<file path="src/inc/ucr_pkg.sv">
// Purpose: shared constants for the user-card slot register bank
// Assumes: 250 MHz system clock, byte-wide register port
// Notes: offsets are register indices on the byte register port
package ucr_pkg;
   // clock figures
   localparam int unsigned CLK_HZ = 250_000_000;
   localparam int unsigned INT_CLK_HZ = 1_200_000;
   // internal card clock half period, rounded down (104 cycles)
   localparam int unsigned INT_HALF_CYC = CLK_HZ / (2 * INT_CLK_HZ);
   localparam int unsigned INT_CNT_W = 8;

   // register offsets
   localparam logic [7:0] OFS_STATUS = 8'h00;
   localparam logic [7:0] OFS_SETTINGS = 8'h01;
   localparam logic [7:0] OFS_CLOCK = 8'h02;

   // status bit positions
   localparam int unsigned ST_ACTIVE = 7;
   localparam int unsigned ST_EARLY = 6;
   localparam int unsigned ST_MUTE = 5;
   localparam int unsigned ST_PROT = 4;
   localparam int unsigned ST_INTCLK = 3;
   localparam int unsigned ST_PRESL = 2;
   localparam int unsigned ST_PRESENCE_INPUT = 1;
   localparam int unsigned ST_VCCFAIL = 0;

   // settings field positions
   localparam int unsigned SET_VSEL_HI = 7;
   localparam int unsigned SET_VSEL_LO = 6;
   localparam int unsigned SET_IOEN = 5;
   localparam int unsigned SET_WARM = 3;
   localparam int unsigned SET_POL = 2;
   localparam int unsigned SET_ASYNC = 0;

   // clock register field positions
   localparam int unsigned CK_INT = 7;
   localparam int unsigned CK_LOW = 6;
   localparam int unsigned CK_HIGH = 5;
   localparam int unsigned CK_DIV_HI = 4;
   localparam int unsigned CK_DIV_LO = 2;

   // reset values
   localparam logic [1:0] RST_VSEL = 2'h1;
   localparam logic RST_IOEN = 1'b1;
   localparam logic [2:0] RST_DIV = 3'h3;
   // io bridge hold-off after a release, in cycles
   localparam logic [1:0] IO_HOLD_CYC = 2'h2;

   // supply voltage codes
   localparam logic [1:0] VSEL_3V = 2'h2;
   localparam logic [1:0] VSEL_5V = 2'h3;

   // io bridge ownership states
   typedef enum logic [2:0] {
      IO_IDLE = 3'b001,
      IO_HOST = 3'b010,
      IO_CARD = 3'b100
   } ucr_io_e;
endpackage

</file>
<file path="src/inc/ucr_clk_if.sv">
// Purpose: carries card clock controls between the slot top and the generator
// Assumes: one clock domain
// Notes: ctrl side drives settings, gen side returns the card clock
`timescale 1ns/1ns
interface ucr_clk_if;
   logic async_mode;     // async activation running
   logic sync_mode;      // synchronous card mode
   logic clk_en_sync;    // synchronous clock enable setting
   logic int_sel;        // internal clock select
   logic force_low;      // hold card clock low
   logic force_high;     // hold card clock high
   logic [2:0] div_sel;  // divider code
   logic in_clk;         // synchronised input clock level
   logic card_clk;       // generated card clock
   logic int_active;     // internal clock in use
   modport ctrl (output async_mode, sync_mode, clk_en_sync, int_sel, force_low,
                 force_high, div_sel, in_clk, input card_clk, int_active);
   modport gen (input async_mode, sync_mode, clk_en_sync, int_sel, force_low,
                force_high, div_sel, in_clk, output card_clk, int_active);
endinterface

</file>
<file path="src/design/ucr_clkgen.sv">
// Purpose: card clock generator for the user-card slot
// Assumes: input clock already synchronised, well below half the system clock
// Notes: divider counts input edges, so odd ratios keep their period
`timescale 1ns/1ns
module ucr_clkgen
   import ucr_pkg::*;
(
   input wire logic clock_i,  // system clock
   input wire logic reset_i,  // synchronous reset, active high
   ucr_clk_if.gen cif         // clock controls and card clock
);
   logic in_prev_q;
   logic [2:0] edge_cnt_q;
   logic div_clk_q;
   logic [INT_CNT_W-1:0] int_cnt_q;
   logic int_clk_q;
   logic card_clk_q;
   logic in_edge;
   logic [2:0] ratio;
   logic next_clk;

   // input half periods per output half period
   function automatic logic [2:0] div_ratio(input logic [2:0] code);
      unique case (code)
         3'h0: div_ratio = 3'h1;
         3'h1: div_ratio = 3'h2;
         3'h2: div_ratio = 3'h4;
         3'h3: div_ratio = 3'h5;
         default: div_ratio = 3'h0; // codes 100..111 mean eight, counter wraps
      endcase
   endfunction

   assign in_edge = cif.in_clk ^ in_prev_q;
   assign ratio = div_ratio(cif.div_sel);

   // divided clock: toggle after ratio input edges
   always_ff @(posedge clock_i) begin
      if (reset_i) begin
         in_prev_q <= 1'b0;
         edge_cnt_q <= 3'h0;
         div_clk_q <= 1'b0;
      end else begin
         in_prev_q <= cif.in_clk;
         if (in_edge) begin
            if (edge_cnt_q + 3'h1 == ratio) begin
               edge_cnt_q <= 3'h0;
               div_clk_q <= ~div_clk_q;
            end else begin
               edge_cnt_q <= edge_cnt_q + 3'h1;
            end
         end
      end
   end

   // free running internal clock near 1.2 MHz
   always_ff @(posedge clock_i) begin
      if (reset_i) begin
         int_cnt_q <= '0;
         int_clk_q <= 1'b0;
      end else if (int_cnt_q == INT_CNT_W'(INT_HALF_CYC - 1)) begin
         int_cnt_q <= '0;
         int_clk_q <= ~int_clk_q;
      end else begin
         int_cnt_q <= int_cnt_q + INT_CNT_W'(1);
      end
   end

   // source priority per mode
   always_comb begin
      next_clk = 1'b0;
      if (cif.async_mode) begin
         if (cif.int_sel) begin
            next_clk = int_clk_q;
         end else if (cif.force_low) begin
            next_clk = 1'b0;
         end else if (cif.force_high) begin
            next_clk = 1'b1;
         end else if (cif.div_sel == 3'h0) begin
            next_clk = cif.in_clk;
         end else begin
            next_clk = div_clk_q;
         end
      end else if (cif.sync_mode) begin
         if (cif.force_low) begin
            next_clk = 1'b0;
         end else if (cif.clk_en_sync) begin
            next_clk = cif.in_clk;
         end else begin
            next_clk = cif.force_high;
         end
      end
   end

   // registered card clock, idle low when the slot is off
   always_ff @(posedge clock_i) begin
      if (reset_i) begin
         card_clk_q <= 1'b0;
      end else begin
         card_clk_q <= next_clk;
      end
   end

   assign cif.card_clk = card_clk_q;
   assign cif.int_active = cif.async_mode & cif.int_sel;
endmodule

</file>
<file path="src/design/ucr_slot_regs.sv">
// Purpose: user-card slot status, settings and clock registers
// Assumes: byte register port fed by the host serial engine, one clock
// Notes: sequencer and analog events arrive as same-clock pulses
//
// What this block does
// - status bit 7 shows slot active
// - bit 6 sticky early answer, read clears
// - bit 5 sticky missing answer, read clears
// - bit 4 sticky overcurrent, read clears
// - bit 3 shows internal clock mode
// - bit 2 sticky insertion change, read clears
// - bit 1 shows card present
// - bit 0 sticky supply ramp fault, read clears
// - settings 7:6 select supply voltage, reset 01
// - settings bit 5 routes host io to card
// - settings bit 3 starts warm reset outside sync and manual modes, self-clears
// - settings bit 2 picks which presence pin level means card present
// - settings bit 0 starts activation or deactivation outside sync and manual modes
// - clock bit 7 selects internal clock async
// - clock bit 6 holds card clock low, except async with bit 7 set
// - clock bit 5 holds card clock high when async without bits 7 and 6, or sync without bit 6 and enable
// - clock 4:2 divides input clock async
// - sync with enable passes input clock unless bit 6 is set
`timescale 1ns/1ns
module ucr_slot_regs
   import ucr_pkg::*;
(
   input wire logic clock_i,                  // system clock
   input wire logic reset_i,                  // synchronous reset, active high
   input wire logic [7:0] reg_addr_i,         // register index
   input wire logic reg_wr_i,                 // write strobe, one cycle
   input wire logic reg_rd_i,                 // read strobe, one cycle
   input wire logic [7:0] reg_wdata_i,        // write data
   output logic [7:0] reg_rdata_o,            // read data, valid after strobe
   input wire logic slot_active_i,            // supply ramped and stable
   input wire logic answer_early_i,           // early answer pulse
   input wire logic answer_missing_i,         // missing answer pulse
   input wire logic overcurrent_i,            // overcurrent pulse
   input wire logic supply_ramp_fault_i,      // supply ramp fault pulse
   input wire logic auto_deactivate_i,        // automatic deactivation pulse
   input wire logic warm_reset_started_i,     // sequencer took the warm reset
   input wire logic sync_mode_i,              // synchronous type 1 or 2 mode
   input wire logic manual_mode_i,            // manual operating mode
   input wire logic clk_enable_sync_i,        // synchronous clock enable setting
   input wire logic presence_input_i,         // card presence pin
   input wire logic input_clock_i,            // input clock pin
   input wire logic host_io_line_i,           // host io pin level
   output logic host_io_line_o,               // host io drive value
   output logic host_io_line_oe_o,            // host io drive enable
   input wire logic card_io_line_i,           // card io pin level
   output logic card_io_line_o,               // card io drive value
   output logic card_io_line_oe_o,            // card io drive enable
   output logic [1:0] supply_voltage_select_o,// supply code to the regulator
   output logic async_activation_o,           // high: activate, low: deactivate
   output logic warm_reset_request_o,         // warm reset pending
   output logic slot_interrupt_summary_o,     // any event flag pending
   output logic card_clock_output_o           // card clock pin
);
   ucr_clk_if cif ();

   logic presence_input_m_q, presence_input_s_q, presence_input_prev_q;
   logic clk_m_q, clk_s_q;
   logic hio_m_q, hio_s_q, cio_m_q, cio_s_q;
   logic early_q, mute_q, prot_q, presl_q, vfail_q;
   logic [1:0] vsel_q;
   logic ioen_q, warm_q, pol_q, async_q;
   logic ck_int_q, ck_low_q, ck_high_q;
   logic [2:0] ck_div_q;
   logic [7:0] rdata_q;
   logic [7:0] status;
   logic rd_status, wr_settings, wr_clock;
   logic card_present, presence_input_change, mode_locked;
   ucr_io_e io_st_q;
   logic [1:0] io_hold_q;
   logic io_free;

   // strobe decode
   function automatic logic hit(input logic strobe, input logic [7:0] a,
                                input logic [7:0] ofs);
      hit = strobe & (a == ofs);
   endfunction

   assign rd_status = hit(reg_rd_i, reg_addr_i, OFS_STATUS);
   assign wr_settings = hit(reg_wr_i, reg_addr_i, OFS_SETTINGS);
   assign wr_clock = hit(reg_wr_i, reg_addr_i, OFS_CLOCK);
   assign mode_locked = sync_mode_i | manual_mode_i;

   // pin synchronisers; first stage is read only by the second
   // presence resets to its pulled-up idle level, so reset fakes no change
   always_ff @(posedge clock_i) begin
      if (reset_i) begin
         presence_input_m_q <= 1'b1;
         presence_input_s_q <= 1'b1;
         presence_input_prev_q <= 1'b1;
         clk_m_q <= 1'b0;
         clk_s_q <= 1'b0;
      end else begin
         presence_input_m_q <= presence_input_i;
         presence_input_s_q <= presence_input_m_q;
         presence_input_prev_q <= presence_input_s_q;
         clk_m_q <= input_clock_i;
         clk_s_q <= clk_m_q;
      end
   end

   // io pins idle high on an open-drain line
   always_ff @(posedge clock_i) begin
      if (reset_i) begin
         hio_m_q <= 1'b1;
         hio_s_q <= 1'b1;
         cio_m_q <= 1'b1;
         cio_s_q <= 1'b1;
      end else begin
         hio_m_q <= host_io_line_i;
         hio_s_q <= hio_m_q;
         cio_m_q <= card_io_line_i;
         cio_s_q <= cio_m_q;
      end
   end

   // polarity picks which pin level means a card is in
   assign card_present = pol_q ? presence_input_s_q : ~presence_input_s_q;
   assign presence_input_change = presence_input_s_q ^ presence_input_prev_q;

   // sticky event flags; a new event beats the read clear
   always_ff @(posedge clock_i) begin
      if (reset_i) begin
         early_q <= 1'b0;
         mute_q <= 1'b0;
         prot_q <= 1'b0;
         presl_q <= 1'b0;
         vfail_q <= 1'b0;
      end else begin
         early_q <= answer_early_i | (early_q & ~rd_status);
         mute_q <= answer_missing_i | (mute_q & ~rd_status);
         prot_q <= overcurrent_i | (prot_q & ~rd_status);
         presl_q <= presence_input_change | (presl_q & ~rd_status);
         vfail_q <= supply_ramp_fault_i | (vfail_q & ~rd_status);
      end
   end

   // live status view
   always_comb begin
      status = 8'h00;
      status[ST_ACTIVE] = slot_active_i;
      status[ST_EARLY] = early_q;
      status[ST_MUTE] = mute_q;
      status[ST_PROT] = prot_q;
      status[ST_INTCLK] = cif.int_active;
      status[ST_PRESL] = presl_q;
      status[ST_PRESENCE_INPUT] = card_present;
      status[ST_VCCFAIL] = vfail_q;
   end

   // summary level for the device interrupt register
   assign slot_interrupt_summary_o = early_q | mute_q | prot_q | presl_q | vfail_q;

   // settings register plain fields
   always_ff @(posedge clock_i) begin
      if (reset_i) begin
         vsel_q <= RST_VSEL;
         ioen_q <= RST_IOEN;
         pol_q <= 1'b0;
      end else if (wr_settings) begin
         vsel_q <= reg_wdata_i[SET_VSEL_HI:SET_VSEL_LO];
         ioen_q <= reg_wdata_i[SET_IOEN];
         pol_q <= reg_wdata_i[SET_POL];
      end
   end

   // warm reset: held until the sequencer starts it; writes in locked modes drop
   always_ff @(posedge clock_i) begin
      if (reset_i) begin
         warm_q <= 1'b0;
      end else if (wr_settings & reg_wdata_i[SET_WARM] & ~mode_locked) begin
         warm_q <= 1'b1;
      end else if (warm_reset_started_i) begin
         warm_q <= 1'b0;
      end
   end

   // activation control; a host write in the same cycle outranks auto clear
   always_ff @(posedge clock_i) begin
      if (reset_i) begin
         async_q <= 1'b0;
      end else if (wr_settings & ~mode_locked) begin
         async_q <= reg_wdata_i[SET_ASYNC];
      end else if (auto_deactivate_i) begin
         async_q <= 1'b0;
      end
   end

   assign supply_voltage_select_o = vsel_q;
   assign async_activation_o = async_q;
   assign warm_reset_request_o = warm_q;

   // clock settings register
   always_ff @(posedge clock_i) begin
      if (reset_i) begin
         ck_int_q <= 1'b0;
         ck_low_q <= 1'b0;
         ck_high_q <= 1'b0;
         ck_div_q <= RST_DIV;
      end else if (wr_clock) begin
         ck_int_q <= reg_wdata_i[CK_INT];
         ck_low_q <= reg_wdata_i[CK_LOW];
         ck_high_q <= reg_wdata_i[CK_HIGH];
         ck_div_q <= reg_wdata_i[CK_DIV_HI:CK_DIV_LO];
      end
   end

   // read data captured at the strobe edge, the same edge the flags clear
   always_ff @(posedge clock_i) begin
      if (reset_i) begin
         rdata_q <= 8'h00;
      end else if (reg_rd_i) begin
         unique case (reg_addr_i)
            OFS_STATUS: rdata_q <= status;
            OFS_SETTINGS: rdata_q <= {vsel_q, ioen_q, 1'b0, warm_q, pol_q, 1'b0, async_q};
            OFS_CLOCK: rdata_q <= {ck_int_q, ck_low_q, ck_high_q, ck_div_q, 2'h0};
            default: rdata_q <= 8'h00;
         endcase
      end
   end

   assign reg_rdata_o = rdata_q;

   // clock generator controls
   assign cif.async_mode = async_q & ~mode_locked;
   assign cif.sync_mode = sync_mode_i;
   assign cif.clk_en_sync = clk_enable_sync_i;
   assign cif.int_sel = ck_int_q;
   assign cif.force_low = ck_low_q;
   assign cif.force_high = ck_high_q;
   assign cif.div_sel = ck_div_q;
   assign cif.in_clk = clk_s_q;

   ucr_clkgen u_clkgen (
      .clock_i(clock_i),
      .reset_i(reset_i),
      .cif(cif)
   );

   assign card_clock_output_o = cif.card_clk;

   // after a release our own drive still sits in the synchronisers; ignoring
   // both sides meanwhile stops the bridge latching itself low and ping-ponging
   assign io_free = ioen_q & (io_hold_q == 2'h0);

   // open-drain io bridge: first side to pull low owns the line until release
   always_ff @(posedge clock_i) begin
      if (reset_i) begin
         io_st_q <= IO_IDLE;
         io_hold_q <= 2'h0;
      end else begin
         if (io_hold_q != 2'h0) begin
            io_hold_q <= io_hold_q - 2'h1;
         end
         unique case (io_st_q)
            IO_IDLE: begin
               if (io_free & ~hio_s_q) begin
                  io_st_q <= IO_HOST;
               end else if (io_free & ~cio_s_q) begin
                  io_st_q <= IO_CARD;
               end
            end
            IO_HOST: begin
               if (hio_s_q | ~ioen_q) begin
                  io_st_q <= IO_IDLE;
                  io_hold_q <= IO_HOLD_CYC;
               end
            end
            IO_CARD: begin
               if (cio_s_q | ~ioen_q) begin
                  io_st_q <= IO_IDLE;
                  io_hold_q <= IO_HOLD_CYC;
               end
            end
            default: io_st_q <= IO_IDLE;
         endcase
      end
   end

   // drive low only toward the side that does not own the line
   assign card_io_line_o = 1'b0;
   assign host_io_line_o = 1'b0;
   assign card_io_line_oe_o = (io_st_q == IO_HOST) & ioen_q;
   assign host_io_line_oe_o = (io_st_q == IO_CARD) & ioen_q;
endmodule

</file>
<file path="config.mk">
export PLATFORM = sky130hd
export DESIGN_NAME = ucr_slot_regs
export DESIGN_NICKNAME = d
export VERILOG_FILES = /design/src/inc/ucr_pkg.sv /design/src/inc/ucr_clk_if.sv /design/src/design/ucr_clkgen.sv /design/src/design/ucr_slot_regs.sv
export SDC_FILE = /design/constraint.sdc
export NUM_CORES = 1
export LEC_CHECK = 0
export BUFFER_PORTS_ARGS = -buffer_cell sky130_fd_sc_hd__buf_2
export CAP_MARGIN = 10
export CORE_MARGIN = 10
export CORE_UTILIZATION = 50
export DETAILED_ROUTE_END_ITERATION = 7
export PLACE_DENSITY = 0.82
export SYNTH_ARGS = -nofsm -noshare
export SYNTH_HDL_FRONTEND = slang
export SYNTH_SLANG_ARGS = --single-unit
</file>
<file path="constraint.sdc">
create_clock -name clock_i -period 2.5 [get_ports clock_i]
set_input_delay 0.25 -clock clock_i [delete_from_list [all_inputs] [get_ports clock_i]]
set_output_delay 0.25 -clock clock_i [all_outputs]
set_load 0.005 [all_outputs]
</file>
==> results of run 1 <==
[power by group]
group / internal (W) / switching (W)
Combinational: 0.0000592 / 0.0000685
Sequential: 0.000881 / 0.0000176
Clock: 0.000300 / 0.000291
[synth_stat cells (all sizes together), types with 2 or more instances]
| master | count |
|---|---|
| nand2 | 20 |
| nor3 | 7 |
| buf | 3 |
| nand2b | 3 |
| nor3b | 6 |
| or3 | 2 |
| dfxtp | 54 |
| nand3 | 12 |
| nor4 | 2 |
| and3 | 2 |
| ha | 2 |
| and2b | 2 |
| nor2b | 5 |
| nor2 | 34 |
| a21oi | 14 |
| a2bb2oi | 2 |
| o2bb2ai | 4 |
| mux2 | 2 |
| xor2 | 9 |
| xnor2 | 7 |
| clkbuf | 9 |
| mux2i | 19 |
| or2 | 8 |
| inv | 5 |
| nand4 | 5 |
| o21ai | 4 |
[cell families (layout without fill, tap and decap cells)]
| kind of cell | count (synthesis) | count (layout) | synth area share [%] |
|---|---|---|---|
| xor gates and xnor gates | 16 | 16 | 5.94 |
| adders and majority gates | 2 | 2 | 1.06 |
| other | 1 | 2 | 0.159 |
| muxes | 21 | 21 | 9.17 |
| buffers and inverters | 17 | 62 | 3.50 |
| AOI/OAI and AO/OA | 34 | 34 | 10.2 |
| and+or+nand+nor | 111 | 111 | 24.2 |
| DFF | 54 | 54 | 45.8 |
[area by class of cell]
class / instances / area [µm²] / share of cell area [%]
timing repair buffer: 49 / 248 / 9.09
tap: 52 / 65.1 / 2.39
multi-input combinational: 186 / 1200 / 44.1
clock inverter: 3 / 43.8 / 1.61
clock buffer: 5 / 68.8 / 2.52
inverter: 5 / 18.8 / 0.688
sequential: 54 / 1080 / 39.7
[stage by stage]
step / util, % / hold slack [ns] / cell area (µm²)
detailed placement: 58.4 / 0.393 / 2610
global placement: 58.4 / 0.391 / 2610
global route: 60.9 / 0.111 / 2730
CTS: 60.9 / 0.104 / 2730
finish: 60.9 / 0.113 / 2730
floorplan: - / 0.354 / 2360
[worst reg2reg max path, stage by stage, from the launching register on]
cell and delay, ns:
dfxtp_1 0.37, xor2_1 0.18, or3_4 0.35, a2111oi_4 0.49
mux2_4 0.34
[metal layers]
layer	vias to the layer above	GRT usage, %	part of all wire, %	wire (µm)
met2	46	24.2	48	2480
met4	0	5.43	1.1	59
li1	969	-	-	-
met3	6	4.60	6.8	353
met1	863	14.9	44	2300
met5	-	0	0	0
[worst paths after layout]
path | depth (start not counted) | from | slack, ns | endpoint
hold reg to reg | 1 | presence_input_m_q$_SDFF_PP1_ | 0.41 | presence_input_s_q$_SDFF_PP1_
setup reg to reg | 4 | cif.div_sel[0]$_SDFFE_PP1P_ | 0.66 | u_clkgen.div_clk_q$_SDFFE_PP0P_
hold / removal | 2 | card_io_line_i | 0.11 | cio_m_q$_SDFF_PP1_
setup / recovery | 4 | cif.div_sel[0]$_SDFFE_PP1P_ | 0.66 | u_clkgen.div_clk_q$_SDFFE_PP0P_
[registers in the layout, summed over array words and instances, names as in the netlist, 2 cells and up]
register / cells
reg_rdata_o: 8
u_clkgen.int_cnt_q: 8
cif.div_sel: 3
supply_voltage_select_o: 2
u_clkgen.edge_cnt_q: 3
io_st_q: 3
io_hold_q: 2
==> metrics.log, run 1 <==
[metrics] Remaining DRCs: 0
[metrics] CP bufs+invs: 0
[metrics] half-perimeter wire length of the detailed placement result: 3980 µm
[metrics] number of clock buffers inserted by TritonCTS: 5
[metrics] Data required, critical path: about 2.7 ns
[metrics] non-filler cells, final: about 350
[metrics] leakage power: 1.20 nW
[metrics] number of clock sinks: 54
[metrics] Yosys top cell area share: between 40% and 50%
[metrics] Min-Delay Path Class: in2reg
[metrics] sequential share of the synthesized area: between 40 and 50%
[metrics] status: finished, final reports clean
[metrics] cell area after technology mapping: 2360 µm²
[metrics] core box area: 4470 µm²
[metrics] share of the clock period used by the worst path after layout: 73.7%
[metrics] fraction of final layout cells with drive strength greater than 1: 23.5%
[metrics] placed insts: 346
[metrics] Routed Antenna Nets: 0
[metrics] clock root buffer: clkbuf_8
[metrics] cells taking the most area after synthesis: dfxtp_1, mux2i_1, nor2_1
[metrics] fin nets: 337
[metrics] overall power: 0.00162 W
[metrics] PwrDens: 593 nW/µm²
[metrics] maximum VDD drop: about 330 µV
[metrics] Final Max Tran Viols: 0
[metrics] max capacitance violation total: 0
[metrics] Worst-Skew Late Latency: between 0.3 and 0.4 ns
[metrics] clock tree from TritonCTS: done
[metrics] count of hold buffers inserted by post-cts repair: 0
[metrics] final number of setup-violating endpoints: 0
[metrics] kind of capture point of the worst setup path: flip-flop
[metrics] number of synthesized flops with an enable pin: 0
[metrics] maximum level of the CTS H-tree: 2
[metrics] Avg Inst Size Synth: 9.22 µm²
[metrics] Worst Setup Slack post-DPL: 0.672 ns
[metrics] routed len/inst: 14.7 µm
[metrics] final number of hold-violating endpoints: 0
[metrics] DR iter-0 viols: 73
[metrics] most common cell after layout, fill and taps aside: dfxtp_1
[metrics] Placement Rows: 24
[metrics] most frequent cells in the layout: dfxtp_1, buf_2, nor2_1, nand2_1, mux2i_1
[metrics] Resize count post-CTS: 0
[metrics] overall die area: 7870 µm²
[metrics] largest fanout on the critical path: 5
[metrics] clock transition at the registers of the reported paths: 0.10 ns
[metrics] Area growth syn-to-layout: 15.5%
[metrics] RSZ-0062 raised after global routing: false
[metrics] Async SR Flop Fraction: 0%
[metrics] Total Wirelength: 5200 µm
[metrics] I/O pin cnt: 52
[metrics] setup_tns: 0 ns
[metrics] Total GRT Usage: 13.8%
[metrics] most area-hungry cell type in the Yosys netlist: dfxtp_1
[metrics] number of detailed-routing iterations run before antenna repair: 4
[metrics] kind of critical path: reg2reg
[metrics] final critical path time including I/O delays and setup: between 1.5 and 2 ns
[metrics] Die X: 88.7 µm
[metrics] synthesis warning total: 0
[metrics] cells along the critical path: xor2_1 > or3_4 > a2111oi_4 > mux2_4
[metrics] initial antenna violation count: 0
[metrics] post-CTS setup-driven buffer insertion count: 0
[metrics] smallest setup slack after layout: 0.657 ns
[metrics] Max Fclk: 0.543 GHz
[metrics] # fillers: 398
[metrics] cell at the slowest stage of the critical path: a2111oi_4
[metrics] ratio of routed vias to standard cells: 5.32
[metrics] weighted congestion at the end of routability-driven global placement: between 0.8 and 0.9
[metrics] ANT cells: 0
[metrics] vias in the first global route: about 1900
[metrics] number of input and output port buffers inserted: 48
[metrics] wire length of the first global-routing pass: 8670 µm
[metrics] critical path data arrival time: about 2.1 ns
[metrics] Worst path top cell family by delay: compound AO/OA/AOI/OAI gates
[metrics] GRT Residual Overflow: 0
[metrics] cell count after synthesis: 256
[metrics] peak per-stage delay on the critical path: 0.49 ns
[metrics] total number of vias: 1884
[metrics] distinct cell type count after synthesis: 46
[metrics] Chip Height: 88.7 µm
[metrics] worst-case clock buffer depth: 2
[metrics] prevailing post-synth register cell: dfxtp_1
[metrics] final setup skew: 0.00665 ns
[metrics] synthesized flop and latch total: 54
[metrics] starting utilization of the core area: 52.8%
[metrics] CP startpoint kind: flip-flop
[metrics] maximum number of pins on one net before global-route repair: 30
No activity file was read; power rests on OpenSTA's default activity.
==> inputs of run 2 (changes only) <==
CORE_UTILIZATION = 48   (was 50)
PLACE_DENSITY = 0.83   (was 0.82)
clock period = 1.65 ns   (was 2.5 ns; I/O delays follow)
==> run 2 against run 1 <==
  * The flow now finishes with violations (setup timing)
  * Hold slack got worse by 0.073 ns
  * Flip-flop and latch count unchanged
  * Setup slack worse by 0.69 ns
  * Critical path depth unchanged
  * Non-clock buffer count rose by 8
  * Cell area up 3.3%
  * First-iteration DRC count rose by 25%
  * Critical endpoint unchanged
  * Clock skew up 0.00075 ns
  * Count of clock-buffer cells in the layout rose by 1
  * Die area is 3.2% higher
  * Critical path type unchanged
==> metrics.log, run 2 (synthesized netlist as in run 1, its figures left out) <==
[metrics] area of placed instances: 2690 µm² (+3.0%)
[metrics] starting utilization of the core area: 49.7% (-3.1 points)
[metrics] initial antenna violation count: 0 (unchanged)
[metrics] power dissipated by switching net loads: 0.000541 W (+44%)
[metrics] worst setup path start: cif.div_sel[0]$_SDFFE_PP1P_
[metrics] core box area: 4750 µm² (+6.3%)
[metrics] worst setup path endpoint: u_clkgen.div_clk_q$_SDFFE_PP0P_
[metrics] half-perimeter wire length of the detailed placement result: 4200 µm (+5.5%)
[metrics] WHS Path Cells: 2 (unchanged)
[metrics] cells along the critical path: xor2_1 > or3_4 > a2111oi_4 > mux2_4
[metrics] total number of vias: 1905 (+1.1%)
[metrics] leakage power: 1.24 nW (+2.9%)
[metrics] maximum VDD drop: 562 µV (+73%)
[metrics] Data required, critical path: 1.85 ns (-0.86 ns)
[metrics] max capacitance violation total: 0 (unchanged)
[metrics] wire length of the first global-routing pass: 8870 µm (+2.4%)
[metrics] DR iter-0 viols: 91 (+25%)
[metrics] Final Max Tran Viols: 0 (unchanged)
[metrics] count of hold buffers inserted by post-cts repair: 0 (unchanged)
[metrics] final setup skew: 0.00740 ns (+0.000750 ns)
[metrics] Total Wirelength: 5390 µm (+3.7%)
[metrics] register-to-register path setup slack: -0.04 ns (-0.69 ns)
[metrics] Die X: 90.1 µm (+1.6%)
[metrics] portion of total power attributed to the clock network: 36.1% (-0.4 points)
[metrics] ratio of routed vias to standard cells: 5.07 (-4.8%)
[metrics] most common cell after layout, fill and taps aside: dfxtp_1
[metrics] weighted congestion at the end of routability-driven global placement: 0.827 (-3.8%)
[metrics] Finished Cell Area: 2820 µm² (+3.3%)
[metrics] kind of critical path: reg2reg
[metrics] number of input and output port buffers inserted: 48 (unchanged)
[metrics] met3 Usage GRT: 4.41% (-0.19 points)
[metrics] met1 routing resource usage after global routing: 14.3% (-0.64 points)
[metrics] cell at the slowest stage of the critical path: a2111oi_4
[metrics] Chip Height: 90.1 µm (+1.6%)
[metrics] clock transition at the registers of the reported paths: 0.09 ns (about the same)
[metrics] final number of hold-violating endpoints: 0 (unchanged)
[metrics] Remaining DRCs: 0 (unchanged)
[metrics] startpoint of the worst register-to-register path: cif.div_sel[0]$_SDFFE_PP1P_
[metrics] most frequent cells in the layout: dfxtp_1, buf_2, nor2_1, nand2_1, mux2i_1
[metrics] Min-Delay Path Class: in2reg
[metrics] I/O pin cnt: 52 (unchanged)
[metrics] peak per-stage delay on the critical path: 0.40 ns (-0.09 ns)
[metrics] Worst R2R Path Depth: 4 (unchanged)
[metrics] number of detailed-routing iterations run before antenna repair: 4 (unchanged)
[metrics] overall power: 0.00246 W (+52%)
[metrics] Area growth syn-to-layout: 19.2%
[metrics] critical path data arrival time: 1.89 ns (-0.16 ns)
[metrics] RR Endpoint: u_clkgen.div_clk_q$_SDFFE_PP0P_
[metrics] overall die area: 8120 µm² (+3.2%)
[metrics] Placement Rows: 25 (+4.2%)
[metrics] share of the clock period used by the worst path after layout: 102% (+28 points)
[metrics] smallest setup slack after layout: -0.0359 ns (-0.693 ns)
[metrics] Routed Antenna Nets: 0 (unchanged)
[metrics] Worst-Skew Late Latency: 0.30 ns (about the same)
[metrics] worst-case clock buffer depth: 2 (unchanged)
[metrics] share of power burned in registers: 55.4% (-0.2 points)
[metrics] Total GRT Usage: 12.9% (-0.84 points)
[metrics] power share of the combinational group: 8.5% (+0.6 points)
[metrics] Max Fclk: 0.593 GHz (+9.3%)
[metrics] failing checks: setup timing
[metrics] vias in the first global route: 1934 (+0.52%)
[metrics] status: complete, but fails checks
[metrics] largest fanout on the critical path: 3 (-2)
[metrics] GRT Residual Overflow: 0 (unchanged)
[metrics] Power Internal: 0.00192 W (+55%)
[metrics] RSZ-0062 raised after global routing: true
[metrics] clock root buffer: clkbuf_8
[metrics] global-route track usage on met2: 22.3% (-1.9 points)
[metrics] kind of capture point of the worst setup path: flip-flop
[metrics] final critical path time including I/O delays and setup: 1.69 ns (-0.157 ns)
[metrics] routed len/inst: 14.3 µm (-2.4%)
[metrics] busiest layer in global routing: met2
[metrics] clock tree from TritonCTS: done
[metrics] final number of setup-violating endpoints: 1 (+1)
[metrics] maximum level of the CTS H-tree: 2 (unchanged)
[metrics] CP startpoint kind: flip-flop
[metrics] PwrDens: 874 nW/µm² (+47%)
[metrics] maximum number of pins on one net before global-route repair: 24 (-20%)
[metrics] fraction of final layout cells with drive strength greater than 1: 26.5% (+3.0 points)
[metrics] number of clock sinks: 54 (unchanged)
[metrics] fin nets: 345 (+2.4%)
[metrics] post-CTS setup-driven buffer insertion count: 0 (unchanged)
[metrics] ANT cells: 0 (unchanged)
[metrics] Final Util: 59.2% (-1.7 points)
[metrics] worst slack on hold paths: 0.0405 ns (-0.0728 ns)
[metrics] number of clock buffers inserted by TritonCTS: 5 (unchanged)
[metrics] Sw Ratio: 22.0% (-1.3 points)
run 2: cell count changes in the layout (fill, tap and decap cells not counted):
| cell | change |
|---|---|
| dfxtp_2 | +3 |
| inv_6 | -1 |
| clkbuf_8 | +1 |
| buf_4 | +7 |
| buf_6 | +1 |
| ha_1 | -1 |
| clkinv_2 | -1 |
| dfxtp_1 | -3 |
| ha_2 | +1 |
run 2: worst min path at each step:
| stage | start | endpoint | slack (ns) |
|---|---|---|---|
| after floorplan | card_io_line_i | cio_m_q$_SDFF_PP1_ | 0.27 |
| after global placement | card_io_line_i | cio_m_q$_SDFF_PP1_ | 0.35 |
| after detailed placement | card_io_line_i | cio_m_q$_SDFF_PP1_ | 0.36 |
| after CTS | presence_input_i | presence_input_m_q$_SDFF_PP1_ | 0.04 |
| after global routing | presence_input_i | presence_input_m_q$_SDFF_PP1_ | 0.04 |
| final | presence_input_i | presence_input_m_q$_SDFF_PP1_ | 0.04 |
run 2: layout make-up:
| cell class | instances | area, µm² |
|---|---|---|
| multi-input cells | 186 | 1200 |
| well taps | 67 | 83.8 |
| inverters | 5 | 18.8 |
| clock inverters | 1 | 30.0 |
| fillers | 445 | 1940 |
| flip-flops and latches | 54 | 1080 |
| repair buffers | 57 | 312 |
| clock buffers | 6 | 82.6 |
run 2: power groups by stage:
stage / Clock [W] / Combinational, W / Sequential (W)
after floorplan: 0 / 0.000134 / 0.00138
after global placement: 0 / 0.000202 / 0.00139
after detailed placement: 0 / 0.000207 / 0.00139
after CTS: 0.000910 / 0.000209 / 0.00136
after global routing: 0.000964 / 0.000233 / 0.00137
final: 0.000889 / 0.000209 / 0.00136
run 2: per-layer routing:
layer | vias up | wire [µm]
li1 | 981 | -
met4 | 0 | 121
met1 | 865 | 2340
met2 | 46 | 2610
met3 | 13 | 315
met5 | - | 0
run 2: through the flow:
| step | cells | setup TNS (ns) | setup slack, ns |
|---|---|---|---|
| after floorplan | 257 | 0 | 0.00291 |
| after global placement | 369 | 0 | 0.0284 |
| after detailed placement | 369 | -0.0197 | -0.0197 |
| after CTS | 376 | 0 | 0.00409 |
| after global routing | 376 | -0.0993 | -0.0985 |
| final | 376 | -0.0359 | -0.0359 |
run 2: worst max-delay path, delay by kind of cell, from the launching register on:
family           cells  cell delay [ns]
XOR/XNOR             1             0.17
flip-flops           1             0.34
AO/OA/AOI/OAI        1             0.40
multiplexers         1             0.33
AND/OR/NAND/NOR      1             0.34
run 2: timing repair:
item | CTS | global route
endpoints found under the setup margin | 1 | 3
resized for setup | 1 | 4
hold endpoints to repair | 0 | 0
pin swaps | 3 | 1
==> inputs of run 3 (changes only) <==
CELL_PAD_IN_SITES_DETAIL_PLACEMENT = 1   (was unset)
CELL_PAD_IN_SITES_GLOBAL_PLACEMENT = 2   (was unset)
CORE_ASPECT_RATIO = 0.8   (was unset)
CORE_UTILIZATION = 29   (was 48)
==> run 3 against run 2 <==
  * Count of clock-buffer cells in the layout stayed put
  * Cell area grew 3.0%
  * The run now ends clean
  * Global-route usage fell by 3.0 points
  * Sequential power hardly changed
  * Final cell count grew 11%
  * Flip-flop and latch count is the same
  * Largest power group unchanged
  * Clock power hardly changed
  * Register-to-register slack improved by 0.06 ns
  * Maximum frequency grew 3.7%
  * Hold slack better by 0.0016 ns
  * First-iteration DRC count shrank 27%
  * Routed wire length increased by 13%
==> metrics.log, run 3 (synthesized netlist as in run 1, its figures left out) <==
[metrics] most frequent cells in the layout: dfxtp_1, buf_2, nor2_1, nand2_1, mux2i_1
[metrics] Die X: 121 µm (+34%)
[metrics] startpoint of the worst register-to-register path: u_clkgen.edge_cnt_q[0]$_SDFFE_PP0N_
[metrics] I/O pin cnt: 52 (unchanged)
[metrics] Chip Height: 101 µm (+12%)
[metrics] power dissipated by switching net loads: 0.000572 W (+5.8%)
[metrics] ANT cells: 0 (unchanged)
[metrics] total number of vias: 1938 (+1.7%)
[metrics] final number of hold-violating endpoints: 0 (unchanged)
[metrics] Total GRT Usage: 9.98% (-3.0 points)
[metrics] register-to-register path setup slack: 0.02 ns (+0.06 ns)
[metrics] post-CTS setup-driven buffer insertion count: 0 (unchanged)
[metrics] kind of critical path: reg2reg
[metrics] Max Fclk: 0.615 GHz (+3.7%)
[metrics] PwrDens: 850 nW/µm² (-2.8%)
[metrics] Sw Ratio: 23.2% (+1.3 points)
[metrics] largest fanout on the critical path: 3 (unchanged)
[metrics] placed insts: 411 (+11%)
[metrics] wire length of the first global-routing pass: 10100 µm (+14%)
[metrics] Worst R2R Path Depth: 4 (unchanged)
[metrics] share of the clock period used by the worst path after layout: 98.5% (-3.6 points)
[metrics] overall die area: 12200 µm² (+50%)
[metrics] CP startpoint kind: flip-flop
[metrics] Placement Rows: 29 (+16%)
[metrics] maximum number of pins on one net before global-route repair: 23 (-4.2%)
[metrics] Total Wirelength: 6080 µm (+13%)
[metrics] number of clock sinks: 54 (unchanged)
[metrics] Worst-Skew Late Latency: 0.30 ns (about the same)
[metrics] weighted congestion at the end of routability-driven global placement: 0.718 (-13%)
[metrics] maximum level of the CTS H-tree: 2 (unchanged)
[metrics] area of placed instances: 2750 µm² (+2.2%)
[metrics] routed len/inst: 14.5 µm (+1.3%)
[metrics] hold wc startpoint: card_io_line_i
[metrics] final critical path time including I/O delays and setup: 1.63 ns (-0.0598 ns)
[metrics] Power Internal: 0.00189 W (-1.5%)
[metrics] Worst Setup Slack post-DPL: 0.000150 ns (+0.0199 ns)
[metrics] worst-case clock buffer depth: 2 (unchanged)
[metrics] smallest setup slack after layout: 0.0239 ns (+0.0598 ns)
[metrics] starting utilization of the core area: 29.7% (-20 points)
[metrics] critical path data arrival time: 1.82 ns (-0.07 ns)
[metrics] most common cell after layout, fill and taps aside: dfxtp_1
[metrics] GRT Residual Overflow: 0 (unchanged)
[metrics] Finished Cell Area: 2900 µm² (+3.0%)
[metrics] Routed Antenna Nets: 0 (unchanged)
[metrics] number of clock buffers inserted by TritonCTS: 5 (unchanged)
[metrics] Hold Crit Endpoint: cio_m_q$_SDFF_PP1_
[metrics] clock root buffer: clkbuf_8
[metrics] setup_tns: 0 ns (+0.0359 ns)
[metrics] half-perimeter wire length of the detailed placement result: 4750 µm (+13%)
[metrics] overall power: 0.00246 W (about the same)
[metrics] RSZ-0062 raised after global routing: true
[metrics] core box area: 7950 µm² (+67%)
[metrics] Data required, critical path: 1.85 ns (about the same)
[metrics] clock transition at the registers of the reported paths: 0.10 ns (about the same)
[metrics] status: finished, final reports clean
[metrics] Min-Delay Path Class: in2reg
[metrics] initial antenna violation count: 0 (unchanged)
[metrics] RR Endpoint: u_clkgen.div_clk_q$_SDFFE_PP0P_
[metrics] Final Max Tran Viols: 0 (unchanged)
[metrics] max capacitance violation total: 0 (unchanged)
[metrics] ratio of routed vias to standard cells: 4.63 (-8.7%)
[metrics] portion of total power attributed to the clock network: 36.0% (about the same)
[metrics] final number of setup-violating endpoints: 0 (-1)
[metrics] Area growth syn-to-layout: 22.8%
[metrics] WHS Path Cells: 2 (unchanged)
[metrics] power share of the combinational group: 8.7% (+0.2 points)
[metrics] number of input and output port buffers inserted: 48 (unchanged)
[metrics] Remaining DRCs: 0 (unchanged)
[metrics] number of detailed-routing iterations run before antenna repair: 4 (unchanged)
[metrics] final setup skew: 0.00611 ns (-0.00130 ns)
[metrics] fraction of final layout cells with drive strength greater than 1: 28.0% (+1.4 points)
[metrics] kind of capture point of the worst setup path: flip-flop
[metrics] leakage power: 1.24 nW (+0.40%)
[metrics] clock tree from TritonCTS: done
[metrics] DR iter-0 viols: 66 (-27%)
[metrics] count of hold buffers inserted by post-cts repair: 0 (unchanged)
[metrics] vias in the first global route: 2071 (+7.1%)
[metrics] share of power burned in registers: 55.3% (about the same)
[metrics] non-filler cells, final: 419 (+11%)
[metrics] maximum VDD drop: 457 µV (-19%)
[metrics] fin nets: 346 (+0.29%)
run 3: changes by cell type in the layout (fill, tap and decap cells not counted), sizes merged:
| cell | change |
|---|---|
| clkinvlp | +1 |
| buf | +1 |
run 3: area by class of cell:
| class | count | area [µm²] |
|---|---|---|
| Multi-Input combinational cell | 186 | 1230 |
| Tap cell | 108 | 135 |
| Timing Repair Buffer | 58 | 319 |
| Fill cell | 972 | 5050 |
| Clock inverter | 2 | 37.5 |
| Clock buffer | 6 | 72.6 |
| Sequential cell | 54 | 1090 |
| Inverter | 5 | 18.8 |
run 3: per-layer routing:
layer / up-vias / share of wire [%] / global-route usage, % / routed length (µm)
met2: 31 / 48 / 16.7 / 2950
met3: 2 / 5.0 / 3.08 / 302
met5: - / 0 / 0 / 0
li1: 981 / - / - / -
met4: 0 / 0.41 / 1.94 / 25
met1: 924 / 46 / 12.4 / 2800
run 3: power by group through the flow:
stage          Sequential (W)  Combinational [W]  Clock, W
4_1_cts               0.00136           0.000214  0.000927
5_1_grt               0.00137           0.000240   0.00100
6_report              0.00136           0.000213  0.000887
2_1_floorplan         0.00138           0.000134         0
3_3_place_gp          0.00139           0.000208         0
3_5_place_dp          0.00139           0.000212         0
run 3: how the worst max path moves through the flow:
| stage | endpoint | slack [ns] | cells after the start | start |
|---|---|---|---|---|
| after floorplan | u_clkgen.div_clk_q$_SDFFE_PP0P_ | 0.003 | 4 | u_clkgen.edge_cnt_q[0]$_SDFFE_PP0N_ |
| final | u_clkgen.div_clk_q$_SDFFE_PP0P_ | 0.02 | 4 | u_clkgen.edge_cnt_q[0]$_SDFFE_PP0N_ |
| after global routing | u_clkgen.div_clk_q$_SDFFE_PP0P_ | -0.04 | 4 | u_clkgen.edge_cnt_q[0]$_SDFFE_PP0N_ |
| after global placement | u_clkgen.div_clk_q$_SDFFE_PP0P_ | 0.02 | 4 | u_clkgen.edge_cnt_q[1]$_SDFFE_PP0N_ |
| after detailed placement | u_clkgen.div_clk_q$_SDFFE_PP0P_ | 0.0002 | 4 | u_clkgen.edge_cnt_q[1]$_SDFFE_PP0N_ |
| after CTS | u_clkgen.div_clk_q$_SDFFE_PP0P_ | 0.007 | 5 | u_clkgen.edge_cnt_q[1]$_SDFFE_PP0N_ |
run 3: timing repair:
item / in CTS / in global routing
pin swaps: 1 / 3
cloned: 0 / 0
endpoints found under the setup margin: 1 / 3
resized for setup: 0 / 10
run 3: through the flow:
| step | util (%) | hold slack, ns |
|---|---|---|
| after floorplan | - | 0.269 |
| after global routing | 36.5 | 0.0245 |
| after global placement | 34.6 | 0.346 |
| after detailed placement | 34.6 | 0.350 |
| after CTS | 36.0 | 0.0302 |
| final | 36.5 | 0.0421 |
run 3: critical path: stages (launching register included):
cell and delay [ns]:
dfxtp_2 0.35, buf_6 0.12, or3_4 0.39, a2111oi_4 0.34, mux2_4 0.33
